File: src/rtl/otr_pkg.sv
// Purpose: Constants for the oscillator trim tuner
// Assumes: AHB-Lite register bus, 32-bit data, one register per word
// Notes: Register offsets are word indices as printed (0xF2..0xF4 fall on
//        word boundaries only after scaling, so they are kept as indices)
//
// How it works
// The 10-bit trim code is viewed as eight sections of 128 codes, lowest section slowest.
// Frequency drops back at each section boundary, so code 127 runs faster than code 128.
// Software must set the fine-tuning option to 1 before tuning, or tuning is unavailable.
// Software should set the CPU clock prescale to 7 before tuning to keep flash fetches legal.
// Reads of the trim registers return the current 10-bit code, and software reads it first.
// Software writes the whole new code into the trim registers before the apply command.
// The stored code reaches the oscillator only when 0x3C is written to the command register.
// Software writes no command value other than the apply code.
// Code bits 9:8 sit in bits 1:0 of the high register, bits 7:0 in the low register.
// The trim code field is readable and writable, documented initial value 0x00.
// The command register is write-only, eight bits wide, initial value 0x00.
// After tuning, software confirms the flash fetch clock stays below 8 MHz.
// Reserved command values are ignored and change neither oscillator trim nor stored code.
// After power-on the factory 32 MHz trim code is loaded into the trim code field.
// With the fine-tuning option at 0, command writes never alter the oscillator.
// Within a section each code step raises frequency by about 0.1 percent of 32 MHz.
package otr_pkg;
    localparam int unsigned OTR_CODE_W = 10;
    localparam int unsigned OTR_SECT_W = 3;
    localparam int unsigned OTR_STEP_W = 7;
    // Register indices as printed; byte address is four times the index
    localparam logic [7:0] OTR_IDX_LOW = 8'hF2;
    localparam logic [7:0] OTR_IDX_HIGH = 8'hF3;
    localparam logic [7:0] OTR_IDX_CMD = 8'hF4;
    localparam logic [7:0] OTR_IDX_STAT = 8'hF5;
    localparam logic [9:0] OTR_ADDR_LOW = {OTR_IDX_LOW, 2'b00};
    localparam logic [9:0] OTR_ADDR_HIGH = {OTR_IDX_HIGH, 2'b00};
    localparam logic [9:0] OTR_ADDR_CMD = {OTR_IDX_CMD, 2'b00};
    localparam logic [9:0] OTR_ADDR_STAT = {OTR_IDX_STAT, 2'b00};
    localparam logic [7:0] OTR_CMD_APPLY = 8'h3C;
    localparam logic [7:0] OTR_CMD_RST = 8'h00;
    localparam logic [9:0] OTR_CODE_RST = 10'h000;
    localparam logic [1:0] OTR_HIGH_MSB = 2'h1;
    // Status bit positions
    localparam int unsigned OTR_ST_EN = 0;
    localparam int unsigned OTR_ST_LOADED = 1;
    localparam int unsigned OTR_ST_REJ = 2;
    localparam logic [1:0] OTR_HTRANS_NONSEQ = 2'h2;
    localparam logic [2:0] OTR_HSIZE_WORD = 3'h2;
    typedef enum logic [1:0] {
        OTR_ST_BOOT = 2'b00,
        OTR_ST_RUN = 2'b01
    } otr_state_e;
endpackage

File: src/rtl/otr_ahb_slave.sv
// Purpose: AHB-Lite front end giving a one-cycle write strobe and a read strobe held through the read wait state
// Assumes: Single word transfers, zero wait states for writes and one for reads
// Notes: Write data is caught in the data phase after the address phase
`timescale 1ns/1ps
`default_nettype none
module otr_ahb_slave
    import otr_pkg::*;
(
    input wire logic hclk,
    input wire logic hresetn,
    input wire logic hsel,
    input wire logic [31:0] haddr,
    input wire logic [1:0] htrans,
    input wire logic hwrite,
    input wire logic [2:0] hsize,
    input wire logic hready,
    output logic wr_stb,
    output logic rd_stb,
    output logic [9:0] acc_addr
);
    logic act_ff;
    logic wr_ff;
    logic [9:0] addr_ff;
    wire take = hsel & hready & htrans[1] & (hsize == OTR_HSIZE_WORD);
    // Address phase captured; only word accesses are acted on
    always_ff @(posedge hclk or negedge hresetn)
    begin
        if (!hresetn)
        begin
            act_ff <= 1'b0;
            wr_ff <= 1'b0;
            addr_ff <= 10'h000;
        end
        else if (hready)
        begin
            act_ff <= take;
            wr_ff <= hwrite;
            addr_ff <= haddr[9:0];
        end
    end
    assign wr_stb = act_ff & wr_ff;
    assign rd_stb = act_ff & ~wr_ff;
    assign acc_addr = addr_ff;
endmodule
`default_nettype wire

File: src/rtl/otr_top.sv
// Purpose: Oscillator fine-trim register block on AHB-Lite
// Assumes: 20 MHz hclk, asynchronous active-low reset
// Notes: The trim word drives the oscillator; section and step are split out
//
// Design decision made here: the AHB-Lite register port.
`timescale 1ns/1ps
`default_nettype none
module otr_top
    import otr_pkg::*;
#(
    parameter int unsigned CODE_W = OTR_CODE_W
)
(
    input wire logic hclk,
    input wire logic hresetn,
    input wire logic hsel,
    input wire logic [31:0] haddr,
    input wire logic [1:0] htrans,
    input wire logic hwrite,
    input wire logic [2:0] hsize,
    input wire logic [31:0] hwdata,
    input wire logic hready,
    output logic hreadyout,
    output logic hresp,
    output logic [31:0] hrdata,
    input wire logic trim_feature_option,
    input wire logic [9:0] factory_trim_code,
    output logic [9:0] osc_trim_code,
    output logic [2:0] osc_trim_section,
    output logic [6:0] osc_trim_step
);
    // Only the documented code width is served by the split below
    if (CODE_W != OTR_CODE_W)
    begin : g_bad_width
        $error("CODE_W must be 10");
    end
    logic opt_s1_ff;
    logic opt_s2_ff;
    logic [9:0] fac_s1_ff;
    logic [9:0] fac_s2_ff;
    logic wr_stb;
    logic rd_stb;
    logic [9:0] acc_addr;
    logic [9:0] code_q;
    logic [9:0] osc_q;
    logic loaded_q;
    logic reject_q;
    logic [31:0] hrdata_ff;
    logic [31:0] nxt_hrdata;
    logic [9:0] osc_ff;
    logic hreadyout_ff;
    // Strap pins: two stages, left unreset so the factory code is settled at release
    always_ff @(posedge hclk)
    begin
        opt_s1_ff <= trim_feature_option;
        opt_s2_ff <= opt_s1_ff;
        fac_s1_ff <= factory_trim_code;
        fac_s2_ff <= fac_s1_ff;
    end
    // Read address phase taken: one wait state so hrdata stands in the data phase
    wire rd_take = hsel & hready & htrans[1] & ~hwrite & (hsize == OTR_HSIZE_WORD);
    otr_ahb_slave u_bus (
        .hclk(hclk),
        .hresetn(hresetn),
        .hsel(hsel),
        .haddr(haddr),
        .htrans(htrans),
        .hwrite(hwrite),
        .hsize(hsize),
        .hready(hready),
        .wr_stb(wr_stb),
        .rd_stb(rd_stb),
        .acc_addr(acc_addr)
    );
    // Address decode of the data phase
    wire hit_low = (acc_addr == OTR_ADDR_LOW);
    wire hit_high = (acc_addr == OTR_ADDR_HIGH);
    wire hit_cmd = (acc_addr == OTR_ADDR_CMD);
    wire hit_stat = (acc_addr == OTR_ADDR_STAT);
    otr_trim_regs u_regs (
        .hclk(hclk),
        .hresetn(hresetn),
        .factory_code(fac_s2_ff),
        .feature_en(opt_s2_ff),
        .wr_low(wr_stb & hit_low),
        .wr_high(wr_stb & hit_high),
        .wr_cmd(wr_stb & hit_cmd),
        .wdata(hwdata[7:0]),
        .code_q(code_q),
        .osc_q(osc_q),
        .loaded_q(loaded_q),
        .reject_q(reject_q)
    );
    // Read mux; command reads as zero since it is write-only
    always_comb
    begin
        nxt_hrdata = 32'h0000_0000;
        if (hit_low)
            nxt_hrdata[7:0] = code_q[7:0];
        else if (hit_high)
            nxt_hrdata[1:0] = code_q[9:8];
        else if (hit_stat)
        begin
            nxt_hrdata[OTR_ST_EN] = opt_s2_ff;
            nxt_hrdata[OTR_ST_LOADED] = loaded_q;
            nxt_hrdata[OTR_ST_REJ] = reject_q;
        end
    end
    // Registered read data and oscillator output
    always_ff @(posedge hclk or negedge hresetn)
    begin
        if (!hresetn)
        begin
            hrdata_ff <= 32'h0000_0000;
            osc_ff <= OTR_CODE_RST;
            hreadyout_ff <= 1'b1;
        end
        else
        begin
            hreadyout_ff <= ~rd_take;
            if (rd_stb)
                hrdata_ff <= nxt_hrdata;
            osc_ff <= osc_q;
        end
    end
    // Writes take no wait state, reads one; response always OKAY
    assign hreadyout = hreadyout_ff;
    assign hresp = 1'b0;
    assign hrdata = hrdata_ff;
    // Section/step split: step rises in-section, section wraps frequency back
    assign osc_trim_code = osc_ff;
    assign osc_trim_section = osc_ff[9:7];
    assign osc_trim_step = osc_ff[6:0];
    wire apply_w = wr_stb & hit_cmd & (hwdata[7:0] == OTR_CMD_APPLY);
    property p_apply;
        @(posedge hclk) disable iff (!hresetn)
        apply_w & opt_s2_ff & loaded_q |=> ##1 osc_trim_code == $past(code_q, 2);
    endproperty
    a_apply: assert property (p_apply) else $error("apply not taken");
    property p_bad_cmd;
        @(posedge hclk) disable iff (!hresetn)
        wr_stb & hit_cmd & (hwdata[7:0] != OTR_CMD_APPLY) & loaded_q
        |=> ##1 $stable(osc_trim_code);
    endproperty
    a_bad_cmd: assert property (p_bad_cmd) else $error("reserved changed osc");
    property p_opt_off;
        @(posedge hclk) disable iff (!hresetn)
        wr_stb & hit_cmd & !opt_s2_ff & loaded_q |=> ##1 $stable(osc_trim_code);
    endproperty
    a_opt_off: assert property (p_opt_off) else $error("disabled tune changed osc");
    property p_rd_low;
        @(posedge hclk) disable iff (!hresetn)
        rd_stb & hit_low |=> hrdata[7:0] == $past(code_q[7:0]);
    endproperty
    a_rd_low: assert property (p_rd_low) else $error("low read wrong");
    property p_rd_high;
        @(posedge hclk) disable iff (!hresetn)
        rd_stb & hit_high |=> hrdata[31:2] == 30'h0 && hrdata[1:0] == $past(code_q[9:8]);
    endproperty
    a_rd_high: assert property (p_rd_high) else $error("high read wrong");
    property p_rd_cmd;
        @(posedge hclk) disable iff (!hresetn)
        rd_stb & hit_cmd |=> hrdata == 32'h0;
    endproperty
    a_rd_cmd: assert property (p_rd_cmd) else $error("cmd not write-only");
    property p_wr_low;
        @(posedge hclk) disable iff (!hresetn)
        wr_stb & hit_low & loaded_q |=> code_q[7:0] == $past(hwdata[7:0]);
    endproperty
    a_wr_low: assert property (p_wr_low) else $error("low write lost");
    property p_split;
        @(posedge hclk) disable iff (!hresetn)
        osc_trim_code == {osc_trim_section, osc_trim_step};
    endproperty
    a_split: assert property (p_split) else $error("section split wrong");
    property p_boot;
        @(posedge hclk) disable iff (!hresetn)
        $rose(loaded_q) |-> code_q == $past(fac_s2_ff);
    endproperty
    a_boot: assert property (p_boot) else $error("factory load wrong");
    c_apply: cover property (@(posedge hclk) apply_w & opt_s2_ff);
    c_bad: cover property (@(posedge hclk) wr_stb & hit_cmd & !apply_w);
    c_read: cover property (@(posedge hclk) rd_stb & hit_high);
endmodule
`default_nettype wire

File: src/rtl/otr_trim_regs.sv
// Purpose: Stored trim code and its apply path to the oscillator
// Assumes: Strobes arrive one cycle each from the bus front end
// Notes: Factory code loaded once after reset release
`timescale 1ns/1ps
`default_nettype none
module otr_trim_regs
    import otr_pkg::*;
(
    input wire logic hclk,
    input wire logic hresetn,
    input wire logic [9:0] factory_code,
    input wire logic feature_en,
    input wire logic wr_low,
    input wire logic wr_high,
    input wire logic wr_cmd,
    input wire logic [7:0] wdata,
    output logic [9:0] code_q,
    output logic [9:0] osc_q,
    output logic loaded_q,
    output logic reject_q
);
    otr_state_e state_ff;
    logic [9:0] code_ff;
    logic [9:0] osc_ff;
    logic reject_ff;
    wire boot = (state_ff == OTR_ST_BOOT);
    wire apply = wr_cmd & (wdata == OTR_CMD_APPLY) & feature_en;
    wire bad_cmd = wr_cmd & (wdata != OTR_CMD_APPLY);
    // Factory code caught after release, never under reset
    always_ff @(posedge hclk or negedge hresetn)
    begin
        if (!hresetn)
        begin
            state_ff <= OTR_ST_BOOT;
            code_ff <= OTR_CODE_RST;
            osc_ff <= OTR_CODE_RST;
            reject_ff <= 1'b0;
        end
        else
        begin
            state_ff <= OTR_ST_RUN;
            if (boot)
            begin
                code_ff <= factory_code;
                osc_ff <= factory_code;
            end
            else
            begin
                if (wr_low)
                    code_ff[7:0] <= wdata;
                if (wr_high)
                    code_ff[9:8] <= wdata[OTR_HIGH_MSB:0];
                if (apply)
                    osc_ff <= code_ff;
                if (bad_cmd)
                    reject_ff <= 1'b1;
            end
        end
    end
    assign code_q = code_ff;
    assign osc_q = osc_ff;
    assign loaded_q = ~boot;
    assign reject_q = reject_ff;
    property p_boot_load;
        @(posedge hclk) disable iff (!hresetn)
        boot |=> code_ff == $past(factory_code);
    endproperty
    a_boot_load: assert property (p_boot_load) else $error("factory code not loaded");
endmodule
`default_nettype wire

File: config.mk
export PLATFORM = sky130hd
export DESIGN_NAME = otr_top
export DESIGN_NICKNAME = d
export VERILOG_FILES = /design/src/rtl/otr_pkg.sv /design/src/rtl/otr_ahb_slave.sv /design/src/rtl/otr_top.sv /design/src/rtl/otr_trim_regs.sv
export SDC_FILE = /design/constraint.sdc
export NUM_CORES = 1
export LEC_CHECK = 0
export BUFFER_PORTS_ARGS = -buffer_cell sky130_fd_sc_hd__buf_2
export CAP_MARGIN = 20
export CORE_UTILIZATION = 48
export CTS_BUF_LIST = sky130_fd_sc_hd__clkbuf_2
export CTS_CLUSTER_DIAMETER = 100
export DETAILED_ROUTE_END_ITERATION = 6
export HOLD_SLACK_MARGIN = 0.15
export PLACE_DENSITY = 0.87
export SYNTH_ARGS = -nofsm -noshare
export SYNTH_HDL_FRONTEND = slang
export SYNTH_SLANG_ARGS = --single-unit
File: constraint.sdc
create_clock -name hclk -period 2.5 [get_ports hclk]
set_clock_uncertainty 0.1 [all_clocks]
set_input_delay 0.375 -clock hclk [delete_from_list [all_inputs] [get_ports hclk]]
set_output_delay 0.375 -clock hclk [all_outputs]
set_load 0.05 [all_outputs]
Word level (Yosys, flattened, before mapping)
Cells that the tools add are included.
{"block": "word_totals", "ff_bits": 75, "latch_bits": 0, "ram_bits": 0, "mem_bits_ro": 0, "input_bits": 85, "out_inout_bits": 54, "elab_cells": 54, "n_memories": 0}
{"block": "op_classes", "add_sub_neg": 0, "mul": 0, "div": 0, "order_cmp": 0, "eq_ne": 7, "shift": 0, "mux": 10, "n_bitwise": 17, "n_reduce_logical": 5}
{"operator": "equality test 10 bit (second input constant)", "n": 4}
{"operator": "two-way mux 10 bit", "n": 3}
{"operator": "AND 1 bit", "n": 13}
{"operator": "equality test 8 x 6 -> 1 bit (second input constant)", "n": 1}
{"operator": "two-way mux 8 bit", "n": 1}
{"operator": "!= test 8 x 6 -> 1 bit (second input constant)", "n": 1}
{"operator": "two-way mux 3 bit", "n": 2}
{"operator": "nonzero test 2 bit", "n": 3}
{"operator": "two-way mux 5 bit", "n": 1}
{"operator": "two-way mux 2 bit", "n": 2}
{"operator": "inverter 1 bit", "n": 4}
{"operator": "equality test 3 x 2 -> 1 bit (second input constant)", "n": 1}
{"operator": "zero test 2 bit", "n": 1}
{"operator": "AND reduction 2 bit", "n": 1}
{"operator": "two-way mux 1 bit", "n": 1}

Longest topological paths before layout
Gate-level depths: netlist (run 1).
{"block": "logic_depth", "word_depth": 6, "mapped_depth": 5, "depth_no_buf": 4}

By module
Synthesis (run 1) repeated with hierarchy kept, for this count alone.
{"block": "unflattened", "cells_unflattened": 223, "area_unflattened_um2": 2972.9}
{"mod": "otr_top", "instances": 1, "cells_each": 117, "area_per_inst_um2": 1465.2, "seq_area_each_um2": 917.1}
{"mod": "otr_trim_regs", "instances": 1, "cells_each": 76, "area_per_inst_um2": 1028.5, "seq_area_each_um2": 550.5}
{"mod": "otr_ahb_slave", "instances": 1, "cells_each": 30, "area_per_inst_um2": 479.2, "seq_area_each_um2": 300.3}

Worst setup path after synthesis (run 1)
No wires, ideal clock.
{"block": "synth_timing", "path_type": "reg-to-reg", "startpoint": "register u_bus.addr_ff[1] (netlist: u_bus.acc_addr[1])", "endpoint": "register u_regs.osc_ff[9] (netlist: u_regs.osc_q[9])", "setup_time_ps": 141, "arrival_time_ps": 1621, "required_time_ps": 2259, "slack_ps": 638, "path_stages_with_launch": 6, "path_buffers": 1, "period_less_slack_ps": 1862, "path_cell_list": "dfrtp_1 or3_4 or4_4 buf_6 o21ai_2 a31oi_1"}
{"block": "synth_via", "elab_chain_cells": 5}
{"item": "from (decl)", "line_no": "otr_ahb_slave.sv:23", "text": "logic [9:0] addr_ff;"}
{"item": "from (signal assigned)", "line_no": "otr_ahb_slave.sv:38", "text": "addr_ff <= haddr[9:0];"}
{"item": "equality test 10 bit", "line_no": "otr_top.sv:78", "text": "wire hit_cmd = (acc_addr == OTR_ADDR_CMD);"}
{"item": "AND 1 bit (2 in a row)"}
{"item": "AND 1 bit", "line_no": "otr_trim_regs.sv:27", "text": "wire apply = wr_cmd & (wdata == OTR_CMD_APPLY) & feature_en;"}
{"item": "nonzero test 2 bit (no source line)"}
{"item": "to (signal assigned)", "line_no": "otr_trim_regs.sv:45", "text": "osc_ff <= factory_code;"}
{"item": "to (signal assigned)", "line_no": "otr_trim_regs.sv:54", "text": "osc_ff <= code_ff;"}
{"item": "to (decl)", "line_no": "otr_trim_regs.sv:24", "text": "logic [9:0] osc_ff;"}
No other way between the ends.
A chain may end at the register's enable or synchronous reset.

Worst setup path in the final report (run 1)
{"block": "layout_timing", "startpoint": "register u_bus.addr_ff[8] (netlist: u_bus.acc_addr[8])", "endpoint": "register u_regs.osc_ff[8] (netlist: u_regs.osc_q[8])"}
The elaborated chain is that of the path after synthesis.

==> results of run 1 <==
worst paths after layout:
path | slack [ns] | from | endpoint
min | 0.24 | hready | u_bus.act_ff$_DFFE_PN0P_
max reg2reg | 0.43 | u_bus.acc_addr[8]$_DFFE_PN0P_ | u_regs.osc_q[8]$_DFFE_PN0P_
min reg2reg | 0.24 | fac_s1_ff[0]$_DFF_P_ | fac_s2_ff[0]$_DFF_P_
max in group asynchronous | 1.42 | hresetn | u_regs.code_q[2]$_DFFE_PN0P_
max | 0.43 | u_bus.acc_addr[8]$_DFFE_PN0P_ | u_regs.osc_q[8]$_DFFE_PN0P_
min in group asynchronous | 0.42 | hresetn | u_regs.osc_q[0]$_DFFE_PN0P_
sequential cells by signal (all words and copies together), names as in the netlist:
name / flops
fac_s1_ff: 10
fac_s2_ff: 10
hrdata: 8
hreadyout: 1
opt_s1_ff: 1
opt_s2_ff: 1
osc_trim_code: 10
u_bus.acc_addr: 10
u_bus.act_ff: 1
u_bus.wr_ff: 1
u_regs.code_q: 10
u_regs.osc_q: 10
u_regs.reject_q: 1
u_regs.state_ff: 1
logic make-up (layout without fill, tap and decap cells):
family | after synthesis | count (layout)
simple gates | 48 | 48
flops | 75 | 75
other cells | 2 | 26
mux | 21 | 21
buf+inv | 48 | 124
compound gates | 52 | 52
per-stage QoR:
stage	cell area, µm²	instances	total power, mW	hold WS, ns	setup WS (ns)
after floorplan	3080	270	1.70	-0.0206	0.638
after global placement	3220	371	1.75	0.212	0.572
after detailed placement	3220	371	1.76	0.213	0.528
after CTS	3670	421	2.41	0.196	0.503
after global routing	3670	421	2.52	0.226	0.310
final	3670	421	2.40	0.235	0.428
layout make-up:
class	count	share of cell area, %
tap	75	2.56
inverter	4	0.409
sequential	75	48.2
timing repair buffer	104	19.1
multi-input combinational	147	26.9
clock buffer	10	1.36
clock inverter	6	1.53
placed cells by master, fill, tap and decap left out, types with 3 or more instances in the layout:
cell and instances:
a21oi_1 18, a22o_1 5, a22oi_1 3, a41oi_1 8, buf_2 66, buf_4 4, clkbuf_2 10, clkinv_1 3
conb_1 26, dfrtp_1 52, dfxtp_1 22, dlygate4sd3_1 34, inv_1 3, mux2_2 11, mux2i_1 10, nand2_1 4
nand2b_1 3, nand4_1 3, nor2_1 20, o21ai_1 8
routing by layer:
layer	global-route usage, %	share of wire (%)	up-vias	routed length [µm]
li1	-	-	1007	-
met2	30.8	49	104	2870
met3	5.73	6.5	16	381
met4	11.4	2.7	0	159
met1	25.0	42	1001	2450
met5	0	0	-	0
power by group through the flow:
stage	logic [mW]	clock network (mW)	registers (mW)
floorplan	0.294	0	1.41
global placement	0.383	0	1.36
detailed placement	0.393	0	1.37
CTS	0.431	0.634	1.35
global route	0.466	0.691	1.36
finish	0.435	0.617	1.35
repair_timing:
item,4_1_cts,5_1_grt
hold buffers,34,0
endpoints found under the hold margin,86,0
gates resized for setup,0,0
==> flow_summary.json, run 1 <==
{
  "p_comb_share_pct": 18.1,
  "synth.most_common_cell": "dfrtp_1",
  "drv_cap": 0,
  "cts.sinks": 75,
  "row_count": 28,
  "die_h_um": 80.9,
  "io_buffers": 66,
  "ys_types": 44,
  "power_frac_seq_pct": 56.2,
  "grt_max_degree": 54,
  "synth_top_family_by_area": "compound AO/OA/AOI/OAI gates",
  "ctsHtreeMaxLevel": 3,
  "rsz0062_at_grt": "false",
  "critPathCaptureType": "flip-flop",
  "leakage_nw": 1.68,
  "synth_seq_area_share_pct": 59.1,
  "synth_ff_type": "dfrtp_1",
  "yosys.area_share.simple_pct": 9.83,
  "crit_cells": 4,
  "syn-cell-area_um2": 2990,
  "syn-instance-count": 246,
  "area_delta_synth_final_pct": 22.7,
  "vdd_drop_max_uv": 395,
  "core_um2": 5960,
  "synth_top_cell_by_area": "dfrtp_1",
  "final_antenna_net_count": 0,
  "ys_ff_latch": 75,
  "clk_path_buf_depth": 2,
  "numCtsBuffers": 9,
  "clk_pin_slew_worst_paths_ns": 0.18,
  "grt-ovfl-total": 0,
  "cpPeakStageDelay_ns": 0.73,
  "post-cts-setup-buffer-count": 0,
  "synth_xor_area_share_pct": 0,
  "power_frac_clock_pct": 25.7,
  "muxShareOfSynthArea_pct": 7.49,
  "dr.pass1.iters": 4,
  "synth-adder-area-share_pct": 0,
  "async_reset_ff_share_pct": 70.7,
  "maxSlewHeadroom_pct": 56.2,
  "p_int_mw": 1.66,
  "multi_input_area_um2": 987,
  "powerDensity_nw_per_um2": 654,
  "yosys.area.top_type_share_pct": 43.5,
  "antenna_found_initial": 0,
  "max_freq_mhz": 483,
  "drive_gt1_share_pct": 30.9,
  "drt-initial-drc-count": 234,
  "min_delay_path_depth": 2,
  "synth_compound_area_share_pct": 12.4,
  "worst_ep_required_time_ns": 2.76,
  "hold_viol_final": 0,
  "min_period_ns": 2.07,
  "r2r_cells": 4,
  "syn_avg_cell_area_um2": 12.2,
  "power_switching_mw": 0.745,
  "gp_congestion": 0.829,
  "outcome": "finished clean",
  "worstMarginPinSlew_ns": 0.657,
  "finalMaxSlewViolations": 0,
  "grt_usage_pct": 19.9,
  "fill_cells": 486,
  "setup_violations": 0,
  "num_io_pins": 139,
  "crit_fanout": 11,
  "critPathKind": "flip-flop to flip-flop",
  "synth_edf_count": 0,
  "cts_tree": "built",
  "vias": 2128,
  "wire_per_inst_um": 13.9,
  "diodes": 0,
  "clock-root-buffer": "clkbuf_2",
  "timing.final.crit_share_pct": 82.9,
  "critPathBufInv": 0,
  "drc": 0,
  "crit_family": "simple AND/OR/NAND/NOR gates",
  "hpwl_um": 3850,
  "routed_wl_um": 5850,
  "path_cells": "nand4_1 -> or4_4 -> o21ai_0 -> a31oi_1",
  "fin_nets": 426,
  "seq_area_um2": 1770,
  "die_x_um": 80.9,
  "hold_class": "input port to flip-flop",
  "switching_share_pct": 31.0,
  "die_area_um2": 6550,
  "grt_pass1_wl_um": 9490,
  "vias_per_cell": 5.05,
  "ys_top_cells_by_area": "dfrtp_1 43%, dfxtp_1 15%, buf_4 8.8%, mux2_2 4.1%, mux2i_1 3.3%",
  "final_util_pct": 61.6,
  "clk_latency_ns": 0.48,
  "fin_setup_tns_ns": 0,
  "synth_common_cells": "52 x dfrtp_1, 35 x buf_4, 22 x dfxtp_1",
  "yosysWarningCount": 0,
  "worstPathArrival_ns": 2.34,
  "start_util_pct": 50.2,
  "grt_pass1_vias": 1983,
  "cp_slowest_cell": "or4_4",
  "startpoint_type": "flip-flop"
}
No activity file was read; power rests on OpenSTA's default activity.
==> run 2, diff against run 1 <==
--- a/config.mk
+++ b/config.mk
@@ -5,14 +5,15 @@
 export SDC_FILE = /design/constraint.sdc
 export NUM_CORES = 1
 export LEC_CHECK = 0
+export ABC_AREA = 1
 export BUFFER_PORTS_ARGS = -buffer_cell sky130_fd_sc_hd__buf_2
 export CAP_MARGIN = 20
-export CORE_UTILIZATION = 48
+export CORE_UTILIZATION = 44
 export CTS_BUF_LIST = sky130_fd_sc_hd__clkbuf_2
 export CTS_CLUSTER_DIAMETER = 100
 export DETAILED_ROUTE_END_ITERATION = 6
 export HOLD_SLACK_MARGIN = 0.15
-export PLACE_DENSITY = 0.87
+export PLACE_DENSITY = 0.83
 export SYNTH_ARGS = -nofsm -noshare
 export SYNTH_HDL_FRONTEND = slang
 export SYNTH_SLANG_ARGS = --single-unit
==> constraint.sdc (replaced) <==
create_clock -name hclk -period 1.9 [get_ports hclk]
set_clock_uncertainty 0.1 [all_clocks]
set_input_delay 0.285 -clock hclk [delete_from_list [all_inputs] [get_ports hclk]]
set_output_delay 0.285 -clock hclk [all_outputs]
set_load 0.05 [all_outputs]
==> flow_summary.json, run 2 <==
{
  "critPathKind": "input port to flip-flop",
  "fill_cells": 563,
  "crit_fanout": 1,
  "p_int_mw": 2.49,
  "multi_input_area_um2": 1030,
  "max_freq_mhz": 542,
  "yosysWarningCount": 0,
  "drive_gt1_share_pct": 25.3,
  "finalMaxSlewViolations": 0,
  "power_frac_clock_pct": 30.9,
  "power_frac_seq_pct": 49.4,
  "die_h_um": 86.5,
  "r2r_setup_slack_ns": 0.29,
  "routed_wl_um": 6590,
  "hpwl_um": 4030,
  "async_reset_ff_share_pct": 70.7,
  "outcome": "finished clean",
  "hold_class": "flip-flop to flip-flop",
  "numCtsBuffers": 9,
  "setup_violations": 0,
  "rsz0062_at_grt": "false",
  "seq_area_um2": 1770,
  "grt_pass1_vias": 2331,
  "synth_common_cells": "101 x nand2_1, 52 x dfrtp_1, 38 x buf_4",
  "vias_per_cell": 4.56,
  "syn-cell-area_um2": 3140,
  "min_period_ns": 1.84,
  "power_switching_mw": 1.10,
  "final_common_cell": "nand2_1",
  "hold_ws_ns": 0.214,
  "grt-ovfl-total": 0,
  "clock-root-buffer": "clkbuf_2",
  "num_io_pins": 139,
  "diodes": 0,
  "dr.pass1.iters": 4,
  "yosys.area.top_type_share_pct": 41.5,
  "fin_nets": 527,
  "clk_latency_ns": 0.51,
  "area_delta_synth_final_pct": 28.5,
  "wire_per_inst_um": 12.1,
  "grt_usage_pct": 19.7,
  "grt_pass1_wl_um": 11100,
  "cts.sinks": 75,
  "io_buffers": 66,
  "synth_ff_type": "dfrtp_1",
  "die_x_um": 86.5,
  "vdd_drop_max_uv": 632,
  "antenna_found_initial": 0,
  "powerDensity_nw_per_um2": 890,
  "die_area_um2": 7480,
  "p_comb_share_pct": 19.7,
  "synth_top_cell_by_area": "dfrtp_1",
  "synth_seq_area_share_pct": 56.3,
  "fin_setup_tns_ns": 0,
  "drv_cap": 0,
  "clk_path_buf_depth": 2,
  "core_um2": 6830,
  "cts_tree": "built",
  "synth.most_common_cell": "nand2_1",
  "syn_avg_cell_area_um2": 9.43,
  "timing.final.crit_share_pct": 97.0,
  "critPathCaptureType": "flip-flop",
  "worst_ep_required_time_ns": 2.23,
  "startpoint_type": "input port",
  "drc": 0,
  "synth_edf_count": 0,
  "ys_types": 31,
  "ctsHtreeMaxLevel": 3,
  "ys_ff_latch": 75,
  "grt_max_degree": 54,
  "mostFrequentLayoutCells": "101 x nand2_1, 66 x buf_2, 52 x dfrtp_1",
  "row_count": 30,
  "ys_top_cells_by_area": "dfrtp_1 41%, dfxtp_1 14%, nand2_1 12%, buf_4 9.1%, nand3_1 3.0%",
  "hold_viol_final": 0,
  "final_antenna_net_count": 0,
  "gp_congestion": 0.870,
  "worstPathArrival_ns": 2.17,
  "total_power_mw": 3.59,
  "start_util_pct": 46.0,
  "syn-instance-count": 333,
  "vias": 2475,
  "switching_share_pct": 30.7,
  "clk_pin_slew_worst_paths_ns": 0.21,
  "drt-initial-drc-count": 141,
  "leakage_nw": 2.07,
  "post-cts-setup-buffer-count": 0
}
-- run 2: path summary, 6_finish.rpt --
kind	from	endpoint	depth (start not counted)
max	haddr[4]	u_bus.acc_addr[4]$_DFFE_PN0P_	6
min	opt_s1_ff$_DFF_P_	opt_s2_ff$_DFF_P_	0
max reg2reg	u_bus.acc_addr[1]$_DFFE_PN0P_	u_regs.osc_q[7]$_DFFE_PN0P_	7
min reg2reg	opt_s1_ff$_DFF_P_	opt_s2_ff$_DFF_P_	0
max in group asynchronous	hresetn	hreadyout$_DFF_PN1_	4
min in group asynchronous	hresetn	u_bus.acc_addr[4]$_DFFE_PN0P_	4
-- run 2: kinds of logic (layout without fill, tap and decap cells) --
| kind of cell | count (synthesis) | in the layout | synth area share (%) |
|---|---|---|---|
| AOI/OAI and AO/OA | 29 | 29 | 5.66 |
| buffers and inverters | 71 | 161 | 13.8 |
| DFF | 75 | 75 | 56.3 |
| muxes | 7 | 7 | 2.51 |
| other | 2 | 26 | 0.239 |
| and+or+nand+nor | 149 | 149 | 21.5 |
-- run 2: area by class of cell --
type	instances	share of cell area, %
Inverter	27	2.51
Tap cell	96	2.98
Clock buffer	9	1.12
Clock inverter	7	2.85
Timing Repair Buffer	118	21.2
Sequential cell	75	43.8
Multi-Input combinational cell	211	25.5
-- run 2: worst max-delay path, stage by stage --
cell           delay [ns]
dlygate4sd3_1        0.56
buf_2                0.13
nand2_1              0.05
dlygate4sd3_1        0.53
o21ai_0              0.07
dlygate4sd3_1        0.55
-- run 2: power by group through the flow --
stage                     Clock, mW  Combinational, mW  Sequential (mW)
final                          1.11              0.708             1.77
after CTS                      1.13              0.696             1.77
after detailed placement          0              0.609             1.80
after global routing           1.22              0.762             1.79
after global placement            0              0.596             1.80
after floorplan                   0              0.451             1.88
-- run 2: layer usage --
| metal | vias up | track usage (%) | part of all wire [%] | wire, µm |
|---|---|---|---|---|
| met4 | 0 | 13.5 | 3.6 | 235 |
| met5 | - | 0 | 0 | 0 |
| li1 | 1208 | - | - | - |
| met3 | 23 | 2.67 | 5.1 | 336 |
| met2 | 116 | 31.7 | 49 | 3220 |
| met1 | 1128 | 24.7 | 42 | 2800 |
-- run 2: metrics by stage --
| step | setup WS (ns) | util (%) | cells | area [µm²] |
|---|---|---|---|---|
| after floorplan | 0.586 | - | 357 | 3230 |
| after global placement | 0.464 | 49.5 | 478 | 3380 |
| after detailed placement | 0.424 | 49.5 | 478 | 3380 |
| after CTS | 0.111 | 59.1 | 543 | 4040 |
| after global routing | 0.0195 | 59.1 | 543 | 4040 |
| final | 0.0561 | 59.1 | 543 | 4040 |
-- run 2: timing repair --
| item | in CTS | in global routing |
|---|---|---|
| endpoints found under the hold margin | 88 | 0 |
| hold buffers | 49 | 0 |
| gates resized for setup | 0 | 1 |
| endpoints found under the setup margin | 0 | 1 |
